==> src/inc/smc_pkg.sv <==
// Package for the standby mode control block: register layout, reset value, wait counts.
// Assumes a 16-bit control register reached through the core-side interface.
package smc_pkg;
  // ----------------------------------------------------------------
  // Register layout
  // ----------------------------------------------------------------
  localparam int unsigned SMC_STBY_SEL_POS = 15;
  localparam int unsigned SMC_RSV_ONE_POS = 14;
  localparam int unsigned SMC_RSV_ZERO_POS = 13;
  localparam int unsigned SMC_WAIT_SEL_HI = 12;
  localparam int unsigned SMC_WAIT_SEL_LO = 8;
  localparam logic [15:0] SMC_CTRL_RESET = 16'h4f00;
  localparam logic [15:0] SMC_CTRL_WMASK = 16'h9f00;
  localparam logic [15:0] SMC_CTRL_ONES = 16'h4000;
  // Software-side port addresses
  localparam logic [1:0] SMC_ADDR_CTRL = 2'h0;
  localparam logic [1:0] SMC_ADDR_STAT = 2'h1;
  // ----------------------------------------------------------------
  // Wait counts in peripheral-clock states
  // ----------------------------------------------------------------
  localparam int unsigned SMC_CNT_W = 20;
  localparam logic [4:0] SMC_WSEL_FIRST = 5'h05;
  localparam logic [4:0] SMC_WSEL_LAST = 5'h0f;
  localparam logic [19:0] SMC_WAIT_05 = 20'h00040;
  localparam logic [19:0] SMC_WAIT_06 = 20'h00200;
  localparam logic [19:0] SMC_WAIT_07 = 20'h00400;
  localparam logic [19:0] SMC_WAIT_08 = 20'h00800;
  localparam logic [19:0] SMC_WAIT_09 = 20'h01000;
  localparam logic [19:0] SMC_WAIT_0A = 20'h04000;
  localparam logic [19:0] SMC_WAIT_0B = 20'h08000;
  localparam logic [19:0] SMC_WAIT_0C = 20'h10000;
  localparam logic [19:0] SMC_WAIT_0D = 20'h20000;
  localparam logic [19:0] SMC_WAIT_0E = 20'h40000;
  localparam logic [19:0] SMC_WAIT_0F = 20'h80000;
  // Low-power mode codes
  localparam logic [1:0] SMC_MODE_RUN = 2'h0;
  localparam logic [1:0] SMC_MODE_SLEEP = 2'h1;
  localparam logic [1:0] SMC_MODE_CLKSTOP = 2'h2;
  localparam logic [1:0] SMC_MODE_STANDBY = 2'h3;
endpackage : smc_pkg

==> src/inc/smc_if.sv <==
// Interface joining the processor-core end and the standby controller end.
// Assumes both ends share i_sys_clk; all signals are single-cycle synchronous.
`timescale 1ns/10ps
interface smc_if;
  logic reg_wr;
  logic reg_rd;
  logic [15:0] reg_wdata;
  logic [15:0] reg_rdata;
  logic sleep_req;
  logic ext_irq;
  logic any_irq;
  logic pclk_en;
  logic watchdog_mode;
  logic clkstop_en;
  logic [1:0] mode;
  logic clocks_run;
  modport ctrl (
    input reg_wr, reg_rd, reg_wdata, sleep_req, ext_irq, any_irq, pclk_en,
    input watchdog_mode, clkstop_en,
    output reg_rdata, mode, clocks_run
  );
  modport core (
    output reg_wr, reg_rd, reg_wdata, sleep_req, ext_irq, any_irq, pclk_en,
    output watchdog_mode, clkstop_en,
    input reg_rdata, mode, clocks_run
  );
endinterface : smc_if

==> src/core/smc_ctrl.sv <==
// Standby mode controller: control register, mode choice on sleep, settling wait.
// Assumes the core end drives one-cycle strobes on i_sys_clk and a peripheral enable.
//
// Operation
// - Bit 15 picks the low-power state
// - Clear gives sleep, set gives standby
// - Wake-up leaves bit 15 untouched
// - Software writes zero to select sleep again; only an external interrupt leaves standby
// - Watchdog mode forbids standby on sleep
// - Bit 14 reads one always
// - Bit 13 reads zero always
// - Bits 12..8 choose settling wait length
// - Wait counter steps on peripheral clock
// - Codes 5..7 give 64, 512, 1024
// - Software covers crystal settling time
// - Software covers multiplier loop settling
// - Codes 8..15 give 2048 up to 524288
`timescale 1ns/10ps
module smc_ctrl (
  input wire logic i_sys_clk,
  input wire logic i_resetn,
  smc_if.ctrl bus
);
  typedef enum logic [3:0] {
    ST_RUN = 4'h1,
    ST_SLEEP = 4'h2,
    ST_STBY = 4'h4,
    ST_SETTLE = 4'h8
  } smc_state_type;

  smc_state_type state_q;
  logic [15:0] ctrl_q;
  logic [15:0] rdata_q;
  logic [19:0] cnt_q;
  logic [19:0] wait_len;
  logic [1:0] mode_q;
  logic run_q;
  logic [4:0] wsel;

  assign wsel = ctrl_q[smc_pkg::SMC_WAIT_SEL_HI:smc_pkg::SMC_WAIT_SEL_LO];

  // ----------------------------------------------------------------
  // Wait length lookup
  // ----------------------------------------------------------------
  always_comb begin
    unique case (wsel)
      5'h05: wait_len = smc_pkg::SMC_WAIT_05;
      5'h06: wait_len = smc_pkg::SMC_WAIT_06;
      5'h07: wait_len = smc_pkg::SMC_WAIT_07;
      5'h08: wait_len = smc_pkg::SMC_WAIT_08;
      5'h09: wait_len = smc_pkg::SMC_WAIT_09;
      5'h0a: wait_len = smc_pkg::SMC_WAIT_0A;
      5'h0b: wait_len = smc_pkg::SMC_WAIT_0B;
      5'h0c: wait_len = smc_pkg::SMC_WAIT_0C;
      5'h0d: wait_len = smc_pkg::SMC_WAIT_0D;
      5'h0e: wait_len = smc_pkg::SMC_WAIT_0E;
      5'h0f: wait_len = smc_pkg::SMC_WAIT_0F;
      // Reserved codes fall back to the longest wait
      default: wait_len = smc_pkg::SMC_WAIT_0F;
    endcase
  end

  // ----------------------------------------------------------------
  // Control register
  // ----------------------------------------------------------------
  always_ff @(posedge i_sys_clk or negedge i_resetn) begin
    if (!i_resetn) begin
      ctrl_q <= smc_pkg::SMC_CTRL_RESET;
    end else if (bus.reg_wr) begin
      // Bit 14 forced high, bit 13 and low byte forced low; wake never touches 15
      ctrl_q <= (bus.reg_wdata & smc_pkg::SMC_CTRL_WMASK) | smc_pkg::SMC_CTRL_ONES;
    end
  end

  always_ff @(posedge i_sys_clk or negedge i_resetn) begin
    if (!i_resetn) begin
      rdata_q <= 16'h0000;
    end else if (bus.reg_rd) begin
      rdata_q <= ctrl_q | smc_pkg::SMC_CTRL_ONES;
    end else begin
      rdata_q <= 16'h0000;
    end
  end

  // ----------------------------------------------------------------
  // Mode sequencer
  // ----------------------------------------------------------------
  always_ff @(posedge i_sys_clk or negedge i_resetn) begin
    if (!i_resetn) begin
      state_q <= ST_RUN;
      mode_q <= smc_pkg::SMC_MODE_RUN;
      run_q <= 1'b1;
      cnt_q <= 20'h00000;
    end else begin
      unique case (state_q)
        ST_RUN: begin
          if (bus.sleep_req) begin
            run_q <= 1'b0;
            if (ctrl_q[smc_pkg::SMC_STBY_SEL_POS] && !bus.watchdog_mode) begin
              state_q <= ST_STBY;
              mode_q <= smc_pkg::SMC_MODE_STANDBY;
            end else begin
              state_q <= ST_SLEEP;
              mode_q <= bus.clkstop_en ? smc_pkg::SMC_MODE_CLKSTOP : smc_pkg::SMC_MODE_SLEEP;
            end
          end
        end
        ST_SLEEP: begin
          if (bus.any_irq) begin
            state_q <= ST_RUN;
            mode_q <= smc_pkg::SMC_MODE_RUN;
            run_q <= 1'b1;
          end
        end
        ST_STBY: begin
          if (bus.ext_irq) begin
            state_q <= ST_SETTLE;
            cnt_q <= wait_len;
          end
        end
        ST_SETTLE: begin
          if (bus.pclk_en) begin
            if (cnt_q == 20'h00001) begin
              state_q <= ST_RUN;
              mode_q <= smc_pkg::SMC_MODE_RUN;
              run_q <= 1'b1;
              cnt_q <= 20'h00000;
            end else begin
              cnt_q <= cnt_q - 20'h00001;
            end
          end
        end
      endcase
    end
  end

  assign bus.reg_rdata = rdata_q;
  assign bus.mode = mode_q;
  assign bus.clocks_run = run_q;
endmodule : smc_ctrl

==> src/flat_wrapper.sv <==
// flat-port wrapper written by rule: the top's interface ports become plain ports
module smc_ctrl_flat 
  (i_sys_clk, i_resetn, bus_reg_wr, bus_reg_rd, bus_reg_wdata, bus_sleep_req, bus_ext_irq, bus_any_irq, bus_pclk_en, bus_watchdog_mode, bus_clkstop_en, bus_reg_rdata, bus_mode, bus_clocks_run);
  smc_if bus_i ();
  input wire logic i_sys_clk;
  input wire logic i_resetn;
  input wire logic [$bits(bus_i.reg_wr)-1:0] bus_reg_wr;
  input wire logic [$bits(bus_i.reg_rd)-1:0] bus_reg_rd;
  input wire logic [$bits(bus_i.reg_wdata)-1:0] bus_reg_wdata;
  input wire logic [$bits(bus_i.sleep_req)-1:0] bus_sleep_req;
  input wire logic [$bits(bus_i.ext_irq)-1:0] bus_ext_irq;
  input wire logic [$bits(bus_i.any_irq)-1:0] bus_any_irq;
  input wire logic [$bits(bus_i.pclk_en)-1:0] bus_pclk_en;
  input wire logic [$bits(bus_i.watchdog_mode)-1:0] bus_watchdog_mode;
  input wire logic [$bits(bus_i.clkstop_en)-1:0] bus_clkstop_en;
  output wire logic [$bits(bus_i.reg_rdata)-1:0] bus_reg_rdata;
  output wire logic [$bits(bus_i.mode)-1:0] bus_mode;
  output wire logic [$bits(bus_i.clocks_run)-1:0] bus_clocks_run;
  assign bus_i.reg_wr = bus_reg_wr;
  assign bus_i.reg_rd = bus_reg_rd;
  assign bus_i.reg_wdata = bus_reg_wdata;
  assign bus_i.sleep_req = bus_sleep_req;
  assign bus_i.ext_irq = bus_ext_irq;
  assign bus_i.any_irq = bus_any_irq;
  assign bus_i.pclk_en = bus_pclk_en;
  assign bus_i.watchdog_mode = bus_watchdog_mode;
  assign bus_i.clkstop_en = bus_clkstop_en;
  assign bus_reg_rdata = bus_i.reg_rdata;
  assign bus_mode = bus_i.mode;
  assign bus_clocks_run = bus_i.clocks_run;
  smc_ctrl u_core (.i_sys_clk(i_sys_clk), .i_resetn(i_resetn), .bus(bus_i));
endmodule
==> config.mk <==
export PLATFORM = sky130hd
export DESIGN_NAME = smc_ctrl_flat
export DESIGN_NICKNAME = d
export VERILOG_FILES = /design/src/inc/smc_pkg.sv /design/src/inc/smc_if.sv /design/src/core/smc_ctrl.sv /design/src/flat_wrapper.sv
export SDC_FILE = /design/constraint.sdc
export NUM_CORES = 1
export LEC_CHECK = 0
export ABC_AREA = 1
export ABC_CLOCK_PERIOD_IN_PS = 1600
export BUFFER_PORTS_ARGS = -buffer_cell sky130_fd_sc_hd__buf_2
export CORE_UTILIZATION = 41
export CTS_BUF_LIST = sky130_fd_sc_hd__clkbuf_16
export CTS_CLUSTER_DIAMETER = 60
export DETAILED_ROUTE_END_ITERATION = 12
export PLACE_DENSITY_LB_ADDON = 0.08
export REMOVE_ABC_BUFFERS = 1
export SLEW_MARGIN = 40
export SYNTH_ARGS = -nofsm -noshare
export SYNTH_HDL_FRONTEND = slang
export SYNTH_SLANG_ARGS = --single-unit
==> constraint.sdc <==
create_clock -name i_sys_clk -period 1.6 [get_ports i_sys_clk]
set_clock_uncertainty 0.05 [all_clocks]
set_input_delay 0.16 -clock i_sys_clk [delete_from_list [all_inputs] [get_ports i_sys_clk]]
set_output_delay 0.16 -clock i_sys_clk [all_outputs]
set_load 0.005 [all_outputs]
* After elaboration in Yosys (flattened, before gate mapping)
Memory sizes are Yosys's and may differ from the RTL's.
Index checks and enable logic that the tools add are counted.
** Word-level totals
- Input bits :: 26
- Register bits after elaboration :: 49
- ROM bits :: 176
- Memories kept :: 1
** Memories
- (no name shown) :: depth 16, bits a word 11, read ports 1, clocked after Yosys merged registers in 0, wr ports 0, line smc_ctrl.sv:46 : unique case (wsel)
** Operators by class
- Multiplexer cells :: 25
- Add/sub/neg operators :: 1
- Eq/ne operators :: 10
- Reduce and logical (&&, ||, !) cells :: 7
** Operators by type and width (count)
- $mux W20 :: 4
- $pmux W20 S2 :: 1
- $eq A20 B1 Y1 const B :: 1
- $mux W4 :: 5
- $sub A20 B1 Y20 const B :: 1
- $mux W16 :: 1
- $pmux W4 S4 :: 1
- $mux W2 :: 6
- $reduce_and A5 Y1 :: 2
- $ne A2 B2 Y1 const B :: 4
- $pmux W2 S3 :: 1
- $eq A4 B1 Y1 const B :: 1
- $eq A4 B2 Y1 const B :: 1
- $eq A4 B3 Y1 const B :: 1
- $eq A4 B4 Y1 const B :: 1
- $mux W1 :: 4
- $mux W3 :: 1
- $pmux W1 S3 :: 1
- $reduce_and A3 Y1 :: 1
- $reduce_bool A3 Y1 :: 1
- $ne A2 B1 Y1 const B :: 1
- $reduce_bool A2 Y1 :: 1
- $logic_and A1 B1 Y1 :: 1
- $logic_not A1 Y1 :: 1

* Logic depth before layout (Yosys ltp)
Gate-level depths: netlist (run 1).
- Word-level depth :: 5
- Depth in mapped cells :: 10
- Depth with buffers taken out :: 10

* Worst setup path before layout (run 1)
OpenSTA, ideal clock, no wires.
- Path type :: register to register
- From :: reg u_core.state_q[1]
- To :: reg u_core.cnt_q[6]
- Setup time :: 119 ps
- Arrival time :: 1351 ps
- Slack :: 80 ps
- Data required time :: 1431 ps
- Clock period less this slack :: 1520 ps
- Cell stages (with the launch flop) :: 9
- Path through :: dfrtp_1 > nor2_4 > nand3_4 > or2_4 > nand2_4 > inv_2 > buf_6 > o21ai_2 > nand2_1
** On the way
- Cells in the longest elaborated chain, start to end :: 3
- Elaborated cells on any way between the ends :: 7
- Classes of those cells :: eq/ne (4); mux (1); reduce/logical (2)
** Ends and longest elaborated chain
- start, declared :: line smc_ctrl.sv:31 : smc_state_type state_q;
- start signal, assigned :: line smc_ctrl.sv:90 : state_q <= ST_RUN;
- start signal, assigned :: line smc_ctrl.sv:100 : state_q <= ST_STBY;
- start signal, assigned :: line smc_ctrl.sv:103 : state_q <= ST_SLEEP;
- $eq A4 B3 Y1 or $eq A4 B4 Y1 (tied branches) :: line smc_ctrl.sv:95 : unique case (state_q)
- $ne A2 B2 Y1 (no source line) or $reduce_bool A2 Y1 (tied branches)
- $reduce_and A3 Y1 (no source line)
- end signal, assigned :: line smc_ctrl.sv:118 : cnt_q <= wait_len;
- end signal, assigned :: line smc_ctrl.sv:129 : cnt_q <= cnt_q - 20'h00001;
- end, declared :: line smc_ctrl.sv:34 : logic [19:0] cnt_q;
Several ways; a longest one is shown, not always the timed one.
A chain may end at the register's enable or synchronous reset.

* Final worst setup path (run 1)
- From :: reg u_core.state_q[1]
- To :: reg u_core.cnt_q[10]
The elaborated chain is that of the path after synthesis.

==> impl_metrics.toml, run 1 <==
[run_status]
status = "finished clean"

[worst_setup_path]
cp-start-kind = "flop"
worstRegToRegCells = 8
crit_fanout = 8
startpoint = "u_core.state_q[1]"
required_ns = 1.72
rr_startpoint = "u_core.state_q[1]"
crit_type = "reg -> reg"
worstPathArrival_ns = 1.70
r2r-end = "u_core.cnt_q[10]"
worstSetupEndpointType = "flop"
r2r_slack_ns = 0.02

[hold_path]
hold_depth = 1
hold_path_startpoint = "bus_reg_rd"
hp-class = "in -> reg"
hold_path_end = "u_core.bus.reg_rdata[14]"

[power_and_ir_drop]
total_power_mw = 5.756
power_leakage_nw = 1.669
peakVddDrop_uv = 776.3
powerDensity_mw_per_mm2 = 1748

[clock_tree]
htree_levels = 2
cts_buffer_depth = 2
path_clk_slew_ns = 0.06
root_buffer = "clkbuf_16"
cts_buffers = 5
clock_latency_ns = 0.29
tritoncts = "done"
cts.sinks = 40

[global_route]
grt_use_total = 0.2123
grt_pass1_wl_mm = 9.949
grt_max_degree = 23
grt_pass1_vias = 2169
antenna_found_initial = 0
overflow = 0

[cells_and_area]
syn_to_final_growth_pct = 36.80
fin_cells = 483
fin_util = 0.5908
nNetsFinal = 438
num_antenna_cells = 0
drive_above_1_share = 0.3431
n_fill_cell = 535

[timing]
maxSlewViolCount = 0
min_period_ns = 1.577
max_freq_mhz = 634.1
rsz0062_at_grt = "true"
setup_viol = 0
setup_tns_ns = 0
fin_crit_sh = 0.9857
hold_viol_final = 0
timing.hold.ws_ns = 0.01865

[yosys]
synth_top_cell_area_share = 0.3534
synth.area.top_cells = "dfrtp_1 35%, nand2_1 13%, nor2_1 8.9%"
syn_inst = 335
ys_seq_area_frac = 0.4189
synth_seq_cells = 40
yosysMostFrequentCell = "nand2_1"
synth_ff_type = "dfrtp_1"
syn_avg_cell_area_um2 = 7.186
synthArstFlopShare = 1.000
yosys_warnings = 0
netlist_area_mm2 = 0.002407
netlist-cell-type-count = 31
synth-edff-count = 0
yosys.area.top_type = "dfrtp_1"
netlist_top_cells_count = "82 x nand2_1, 57 x nor2_1, 38 x inv_1, 34 x dfrtp_1, 31 x nand3_1"

[floorplan]
core_region_area_mm2 = 0.005574
die_w_um = 78.63
ioPinCount = 45
die_area_mm2 = 0.006182
rows = 27
die_height_um = 78.63
initial_utilization = 0.4319

[detailed_routing]
num_vias = 2360
first_pass_iters = 4
dr.first_iter.drc_count = 93
wl_per_cell_um = 12.77
vias_per_cell = 4.886
drc = 0
ant_nets = 0
wl_mm = 6.170

[placement]
dp_hpwl_mm = 4.509
io_buffers = 25
placed_cells = 473
place_congestion = 0.8665

[run]
cap_viol_max_count = 0
[flip-flops by register name, summed over array words and instances, names as in the netlist]
register	cells
u_core.cnt_q	20
u_core.bus.reg_rdata	7
u_core.ctrl_q	6
u_core.state_q	4
u_core.bus.mode	2
u_core.bus.clocks_run	1
[cells by family after synthesis]
kind of cell / Yosys count / synth area share
compound gates: 42 / 0.09667
simple gates: 188 / 0.3384
buf+inv: 54 / 0.1050
xor+xnor: 8 / 0.02911
fa+ha+maj: 2 / 0.01039
other cells: 1 / 0.001558
flops: 40 / 0.4189
[power breakdown]
part           internal, mW  total, mW  switching, mW
sequential             1.36       1.64          0.283
clock                 0.575      0.993          0.418
combinational          1.40       3.12           1.72
total                  3.34       5.76           2.42
[stage by stage]
stage / setup WS [ns] / instance area, µm²
final: 0.02286 / 3293
after detailed placement: -0.02409 / 2937
after floorplan: -0.04899 / 2338
after CTS: -0.004204 / 3134
after global placement: -0.02837 / 2937
after global routing: -0.07714 / 3293
[worst max-delay path by stage]
stage	end	slack, ns	cells after the start
after floorplan	u_core.cnt_q[10]	-0.05	7
after global placement	u_core.cnt_q[16]	-0.03	9
after detailed placement	u_core.cnt_q[16]	-0.02	9
after CTS	u_core.cnt_q[13]	-0.004	9
after global routing	u_core.cnt_q[7]	-0.08	8
final	u_core.cnt_q[10]	0.02	8
[routing by layer]
metal	vias to the layer above	GRT usage	routed length, µm
met5	-	0	0
met4	0	0.06481	77
met3	8	0.04651	205
met1	1116	0.2759	2891
li1	1193	-	-
met2	43	0.3504	2995
[cell type report]
class                   instances  area [µm²]  share of cell area
multi-input cells             249        1345              0.4084
clock buffers                   5       125.1             0.03799
repair buffers                 73       544.3              0.1653
well taps                      72       90.09             0.02736
inverters                      41       161.4             0.04901
clock inverters                 3       18.77            0.005699
flip-flops and latches         40        1008              0.3062
[cells in the final DEF (no fill, tap or decap), drive strengths merged]
cell type	n
xor2	7
dfrtp	34
clkinv	3
nand3	33
or2	1
a21o	1
o22ai	1
o21bai	2
conb	9
ha	2
nand4	7
clkbuf	5
dlygate4sd3	1
nor3	2
inv	41
nor2	61
dfstp	6
nand2	84
buf	72
a21oi	15
xnor2	1
o21ai	23
[worst max-delay path: stages, from the launching register on]
cell,delay (ns)
dfrtp_1,0.41
nor2_4,0.15
nand3_4,0.10
or2_4,0.25
nand2_4,0.10
inv_4,0.07
buf_4,0.16
o21ai_1,0.11
o21ai_1,0.07
[timing repair]
| action | CTS | global route |
|---|---|---|
| buffers inserted | 0 | 1 |
| hold endpoints to repair | 13 | 0 |
| hold buffers | 1 | 0 |
| pin swaps | 2 | 14 |
| setup endpoints to repair | 17 | 25 |
| gates resized for setup | 15 | 48 |
Note: power is estimated with default switching activity, not from simulation.
==> run 2, diff against run 1 <==
--- a/config.mk
+++ b/config.mk
@@ -6,7 +6,7 @@
 export NUM_CORES = 1
 export LEC_CHECK = 0
 export ABC_AREA = 1
-export ABC_CLOCK_PERIOD_IN_PS = 1600
+export ABC_CLOCK_PERIOD_IN_PS = 1300
 export BUFFER_PORTS_ARGS = -buffer_cell sky130_fd_sc_hd__buf_2
 export CORE_UTILIZATION = 41
 export CTS_BUF_LIST = sky130_fd_sc_hd__clkbuf_16
==> constraint.sdc (replaced) <==
create_clock -name i_sys_clk -period 1.3 [get_ports i_sys_clk]
set_clock_uncertainty 0.05 [all_clocks]
set_input_delay 0.13 -clock i_sys_clk [delete_from_list [all_inputs] [get_ports i_sys_clk]]
set_output_delay 0.13 -clock i_sys_clk [all_outputs]
set_load 0.005 [all_outputs]
==> run 2 against run 1 <==
The run now ends with setup timing left. Critical path type unchanged. Sequential power rose by 21%. Total power up 50%. Core utilization up 9.1 points. First-iteration DRC count rose by 84%. Final area rose by 15%. Combinational power increased by 66%. Via count grew 7.9%. Wire length increased by 18%.
==> impl_metrics.toml, run 2 (same netlist as run 1, synthesis figures left out) <==
[clock_tree]
path_clk_slew_ns = 0.06
root_buffer = "clkbuf_16"
cts_buffers = 5
cts.sinks = 40
htree_levels = 2
clock_latency_ns = 0.29
cts_buffer_depth = 2
tritoncts = "done"

[cells_and_area]
num_antenna_cells = 0
nNetsFinal = 474
final_common_cell = "buf_4"
n_fill_cell = 445
syn_to_final_growth_pct = 57.95
drive_above_1_share = 0.4541
fin_cells = 519
largest_register = "u_core.cnt_q"
largest_reg_flops = 20
most-common-layout-cells = "74 x buf_4, 66 x nand2_1, 34 x dfrtp_1"

[detailed_routing]
vias_per_cell = 4.906
num_vias = 2546
wl_mm = 7.311
top_layer_used = "met4"
dr.first_iter.drc_count = 171
first_pass_iters = 4
met2_length_mm = 3.683
met1Wirelength_mm = 3.098
wl_per_cell_um = 14.09
ant_nets = 0
routed-wl-met3_um = 326
drc = 0

[floorplan]
initial_utilization = 0.4319
die_height_um = 78.63
rows = 27
die_w_um = 78.63
ioPinCount = 45
die_area_mm2 = 0.006182
core_region_area_mm2 = 0.005574

[worst_setup_path]
worstPathArrival_ns = 1.72
worstSetupEndpointType = "flop"
cp-start-kind = "flop"
required_ns = 1.42
crit_type = "reg -> reg"
crit_fanout = 12

[global_route]
grt_pass1_wl_mm = 10.96
overflow = 0
grt_max_degree = 24
grt_use_total = 0.2319
grt_pass1_vias = 2446
antenna_found_initial = 0

[placement]
io_buffers = 25
dp_hpwl_mm = 4.900
place_congestion = 0.8669
place_ws_ns = -0.3385
placed_cells = 497

[timing]
setup_viol = 27
maxSlewViolCount = 0
hold_viol_final = 0
max_freq_mhz = 623.8
fin_crit_sh = 1.233
worst_slack_ns = -0.3031
rsz0062_at_grt = "true"
min_period_ns = 1.603
timing.hold.ws_ns = 0.0005145

[power_and_ir_drop]
powerDensity_mw_per_mm2 = 2269
total_power_mw = 8.627
power_leakage_nw = 1.896
peakVddDrop_uv = 1007

[run]
cap_viol_max_count = 0

[run_status]
status = "finished, violations left"
violations = "setup timing"

[hold_path]
hp-class = "in -> reg"
-- run 2: changes by cell type in the layout (fill, tap and decap cells not counted), moves of 4 or more --
cell	delta
nand2_4	+4
nor2_4	+7
nand2_1	-9
nor2_1	-11
nand2_2	+5
nor2_2	+4
buf_4	+34
-- run 2: final timing paths --
| check | depth (start not counted) | from | to | slack, ns |
|---|---|---|---|---|
| max | 7 | u_core.state_q[1] | u_core.cnt_q[15] | -0.30 |
| min | 3 | bus_reg_wdata[9] | u_core.ctrl_q[9] | 0.0005 |
| max reg2reg | 7 | u_core.state_q[1] | u_core.cnt_q[15] | -0.30 |
| min reg2reg | 2 | u_core.bus.clocks_run | u_core.bus.clocks_run | 0.41 |
| max in group asynchronous | 3 | i_resetn | u_core.cnt_q[13] | 0.42 |
| min in group asynchronous | 2 | i_resetn | u_core.state_q[3] | 0.29 |
-- run 2: per-layer routing --
layer / global-route usage / vias up
met5: 0 / -
met4: 0.09815 / 0
met3: 0.04419 / 18
met2: 0.3904 / 61
met1: 0.2882 / 1197
li1: - / 1270
-- run 2: through the flow --
stage / setup TNS [ns] / cell area, µm² / utilization
after floorplan: -5.531 / 2338 / -
after global placement: -6.508 / 3117 / 0.5591
after detailed placement: -6.862 / 3117 / 0.5591
after CTS: -6.057 / 3386 / 0.6074
after global routing: -8.684 / 3802 / 0.6822
final: -6.697 / 3802 / 0.6822
-- run 2: cell type report --
class / instances / area [µm²] / share of cell area
Sequential cell: 40 / 1008 / 0.2652
Clock inverter: 3 / 46.29 / 0.01218
Multi-Input combinational cell: 249 / 1533 / 0.4031
Clock buffer: 5 / 125.1 / 0.03291
Inverter: 41 / 168.9 / 0.04442
Timing Repair Buffer: 109 / 830.8 / 0.2185
Tap cell: 72 / 90.09 / 0.02369
-- run 2: timing repair --
| item | in CTS | in global routing |
|---|---|---|
| hold endpoints to repair | 14 | 0 |
| cloned | 0 | 1 |
| resized for setup | 28 | 84 |
| setup endpoints to repair | 27 | 27 |
| pin swaps | 2 | 21 |
| hold buffers | 2 | 0 |
| setup buffers | 1 | 10 |
-- run 2: critical path: stages (launching register included) --
cell,delay (ns)
dfrtp_1,0.41
nor2_4,0.14
nand3_2,0.12
o21ai_4,0.22
nand2_8,0.11
buf_12,0.17
a21oi_1,0.18
a21oi_1,0.09
-- run 2: report_power, final --
group          internal (mW)  switching (mW)  leakage [nW]
logic                   2.44            2.75          1.32
registers               1.67           0.319         0.497
clock network          0.912           0.532        0.0804
total                   5.03            3.60          1.90
==> run 3, diff against run 2 <==
--- a/config.mk
+++ b/config.mk
@@ -7,7 +7,7 @@
 export LEC_CHECK = 0
 export ABC_AREA = 1
 export ABC_CLOCK_PERIOD_IN_PS = 1300
-export BUFFER_PORTS_ARGS = -buffer_cell sky130_fd_sc_hd__buf_2
+export BUFFER_PORTS_ARGS = -buffer_cell sky130_fd_sc_hd__clkbuf_2
 export CORE_UTILIZATION = 41
 export CTS_BUF_LIST = sky130_fd_sc_hd__clkbuf_16
 export CTS_CLUSTER_DIAMETER = 60
==> run 3 against run 2 <==
The flow still finishes with violations (setup timing). Worst setup slack got worse by 0.036 ns. Total power fell by 9.9%. Register-to-register slack got worse by 0.04 ns. Sequential power fell by 2%. Largest cell class unchanged. Highest routed layer unchanged.
==> impl_metrics.toml, run 3 (same netlist as run 1, synthesis figures left out) <==
[timing]
maxSlewViolCount = 0
min_period_ns = 1.639
fin_crit_sh = 1.260
rsz0062_at_grt = "true"
worst_slack_ns = -0.3386
hold_viol_final = 0
max_freq_mhz = 610.3
setup_viol = 27

[global_route]
grt_pass1_vias = 2274
antenna_found_initial = 0
grt_max_degree = 41
grt_pass1_wl_mm = 10.44
overflow = 0
grt_use_total = 0.2227

[clock_tree]
cts_buffer_depth = 2
path_clk_slew_ns = 0.06
cts_buffers = 5
tritoncts = "done"
cts.sinks = 40
htree_levels = 2
root_buffer = "clkbuf_16"
clock_latency_ns = 0.29

[floorplan]
initial_utilization = 0.4319
die_w_um = 78.63
die_height_um = 78.63
die_area_mm2 = 0.006182
rows = 27
ioPinCount = 45
core_region_area_mm2 = 0.005574

[worst_setup_path]
startpoint = "u_core.state_q[1]"
cp-start-kind = "flop"
worstSetupEndpointType = "flop"
crit_fanout = 5
r2r_slack_ns = -0.34
required_ns = 1.42
rr_startpoint = "u_core.state_q[1]"
crit_type = "reg -> reg"
worstPathArrival_ns = 1.76

[hold_path]
hp-class = "in -> reg"
hold_path_startpoint = "bus_reg_wdata[10]"

[power_and_ir_drop]
powerDensity_mw_per_mm2 = 2183
power_leakage_nw = 1.853
peakVddDrop_uv = 1029

[placement]
place_area_mm2 = 0.003124
dp_hpwl_mm = 4.705
place_congestion = 0.8992
io_buffers = 25

[detailed_routing]
drc = 0
vias_per_cell = 4.783
wl_per_cell_um = 12.70
num_vias = 2468
dr.first_iter.drc_count = 113
first_pass_iters = 4
ant_nets = 0
wl_mm = 6.555

[cells_and_area]
largest_register = "u_core.cnt_q"
largest_reg_flops = 20
final_common_cell = "nand2_1"
most-common-layout-cells = "77 x nand2_1, 68 x buf_4, 45 x nor2_1"
nNetsFinal = 471
drive_above_1_share = 0.3514
fin_util = 0.6391
syn_to_final_growth_pct = 47.97
num_antenna_cells = 0
stdcell_area_mm2 = 0.003562

[run_status]
violations = "setup timing"
status = "finished, violations left"

[run]
cap_viol_max_count = 0
-- run 3: final cells by class --
cell class	instances	area, µm²
clock buffers	5	125.1
repair buffers	106	828.3
flip-flops and latches	40	1008
inverters	41	166.4
fillers	505	2012
clock inverters	3	46.29
well taps	72	90.09
multi-input cells	249	1297
-- run 3: metrics by stage --
stage	std cells	setup WS, ns	setup TNS, ns	total power, mW	hold slack [ns]
finish	516	-0.3386	-7.844	7.775	0.009629
global route	516	-0.4019	-9.867	8.342	0.04359
global placement	498	-0.3516	-6.784	5.829	0.07411
CTS	513	-0.3099	-6.186	7.536	0.01044
floorplan	330	-0.3490	-5.531	3.900	-0.2156
detailed placement	498	-0.3362	-6.872	5.866	0.07379
-- run 3: final timing paths --
| path | endpoint | depth (start not counted) |
|---|---|---|
| hold / removal | u_core.ctrl_q[10] | 3 |
| setup reg to reg | u_core.cnt_q[18] | 7 |
| max in group asynchronous | u_core.ctrl_q[10] | 3 |
| hold reg to reg | u_core.bus.clocks_run | 2 |
| min in group asynchronous | u_core.bus.mode[0] | 3 |
| setup / recovery | u_core.cnt_q[18] | 7 |
-- run 3: critical path: stages (launching register included) --
cell,delay (ns)
dfrtp_1,0.41
nor2_4,0.17
nand3_2,0.12
o21ai_4,0.21
nand2_8,0.11
clkbuf_16,0.17
a21oi_1,0.18
a21oi_1,0.10
-- run 3: where the power goes --
group	switching, mW	internal [mW]	leakage, nW
registers	0.273	1.67	0.497
logic	2.27	2.11	1.28
clock network	0.534	0.912	0.0804
total	3.08	4.70	1.85
-- run 3: repair_timing --
item                                   CTS  global route
setup buffers                            1             1
cloned                                   0             2
pin swaps                                2             8
setup endpoints to repair               27            27
endpoints found under the hold margin   39             0
hold buffers                             6             0
resized for setup                       24            24
-- run 3: metal layers --
| layer | GRT usage | vias up | wire (µm) |
|---|---|---|---|
| met5 | 0 | - | 0 |
| met4 | 0.06111 | 0 | 88 |
| met3 | 0.03605 | 8 | 287 |
| met2 | 0.3904 | 51 | 3250 |
| met1 | 0.2808 | 1143 | 2928 |
| li1 | - | 1266 | - |
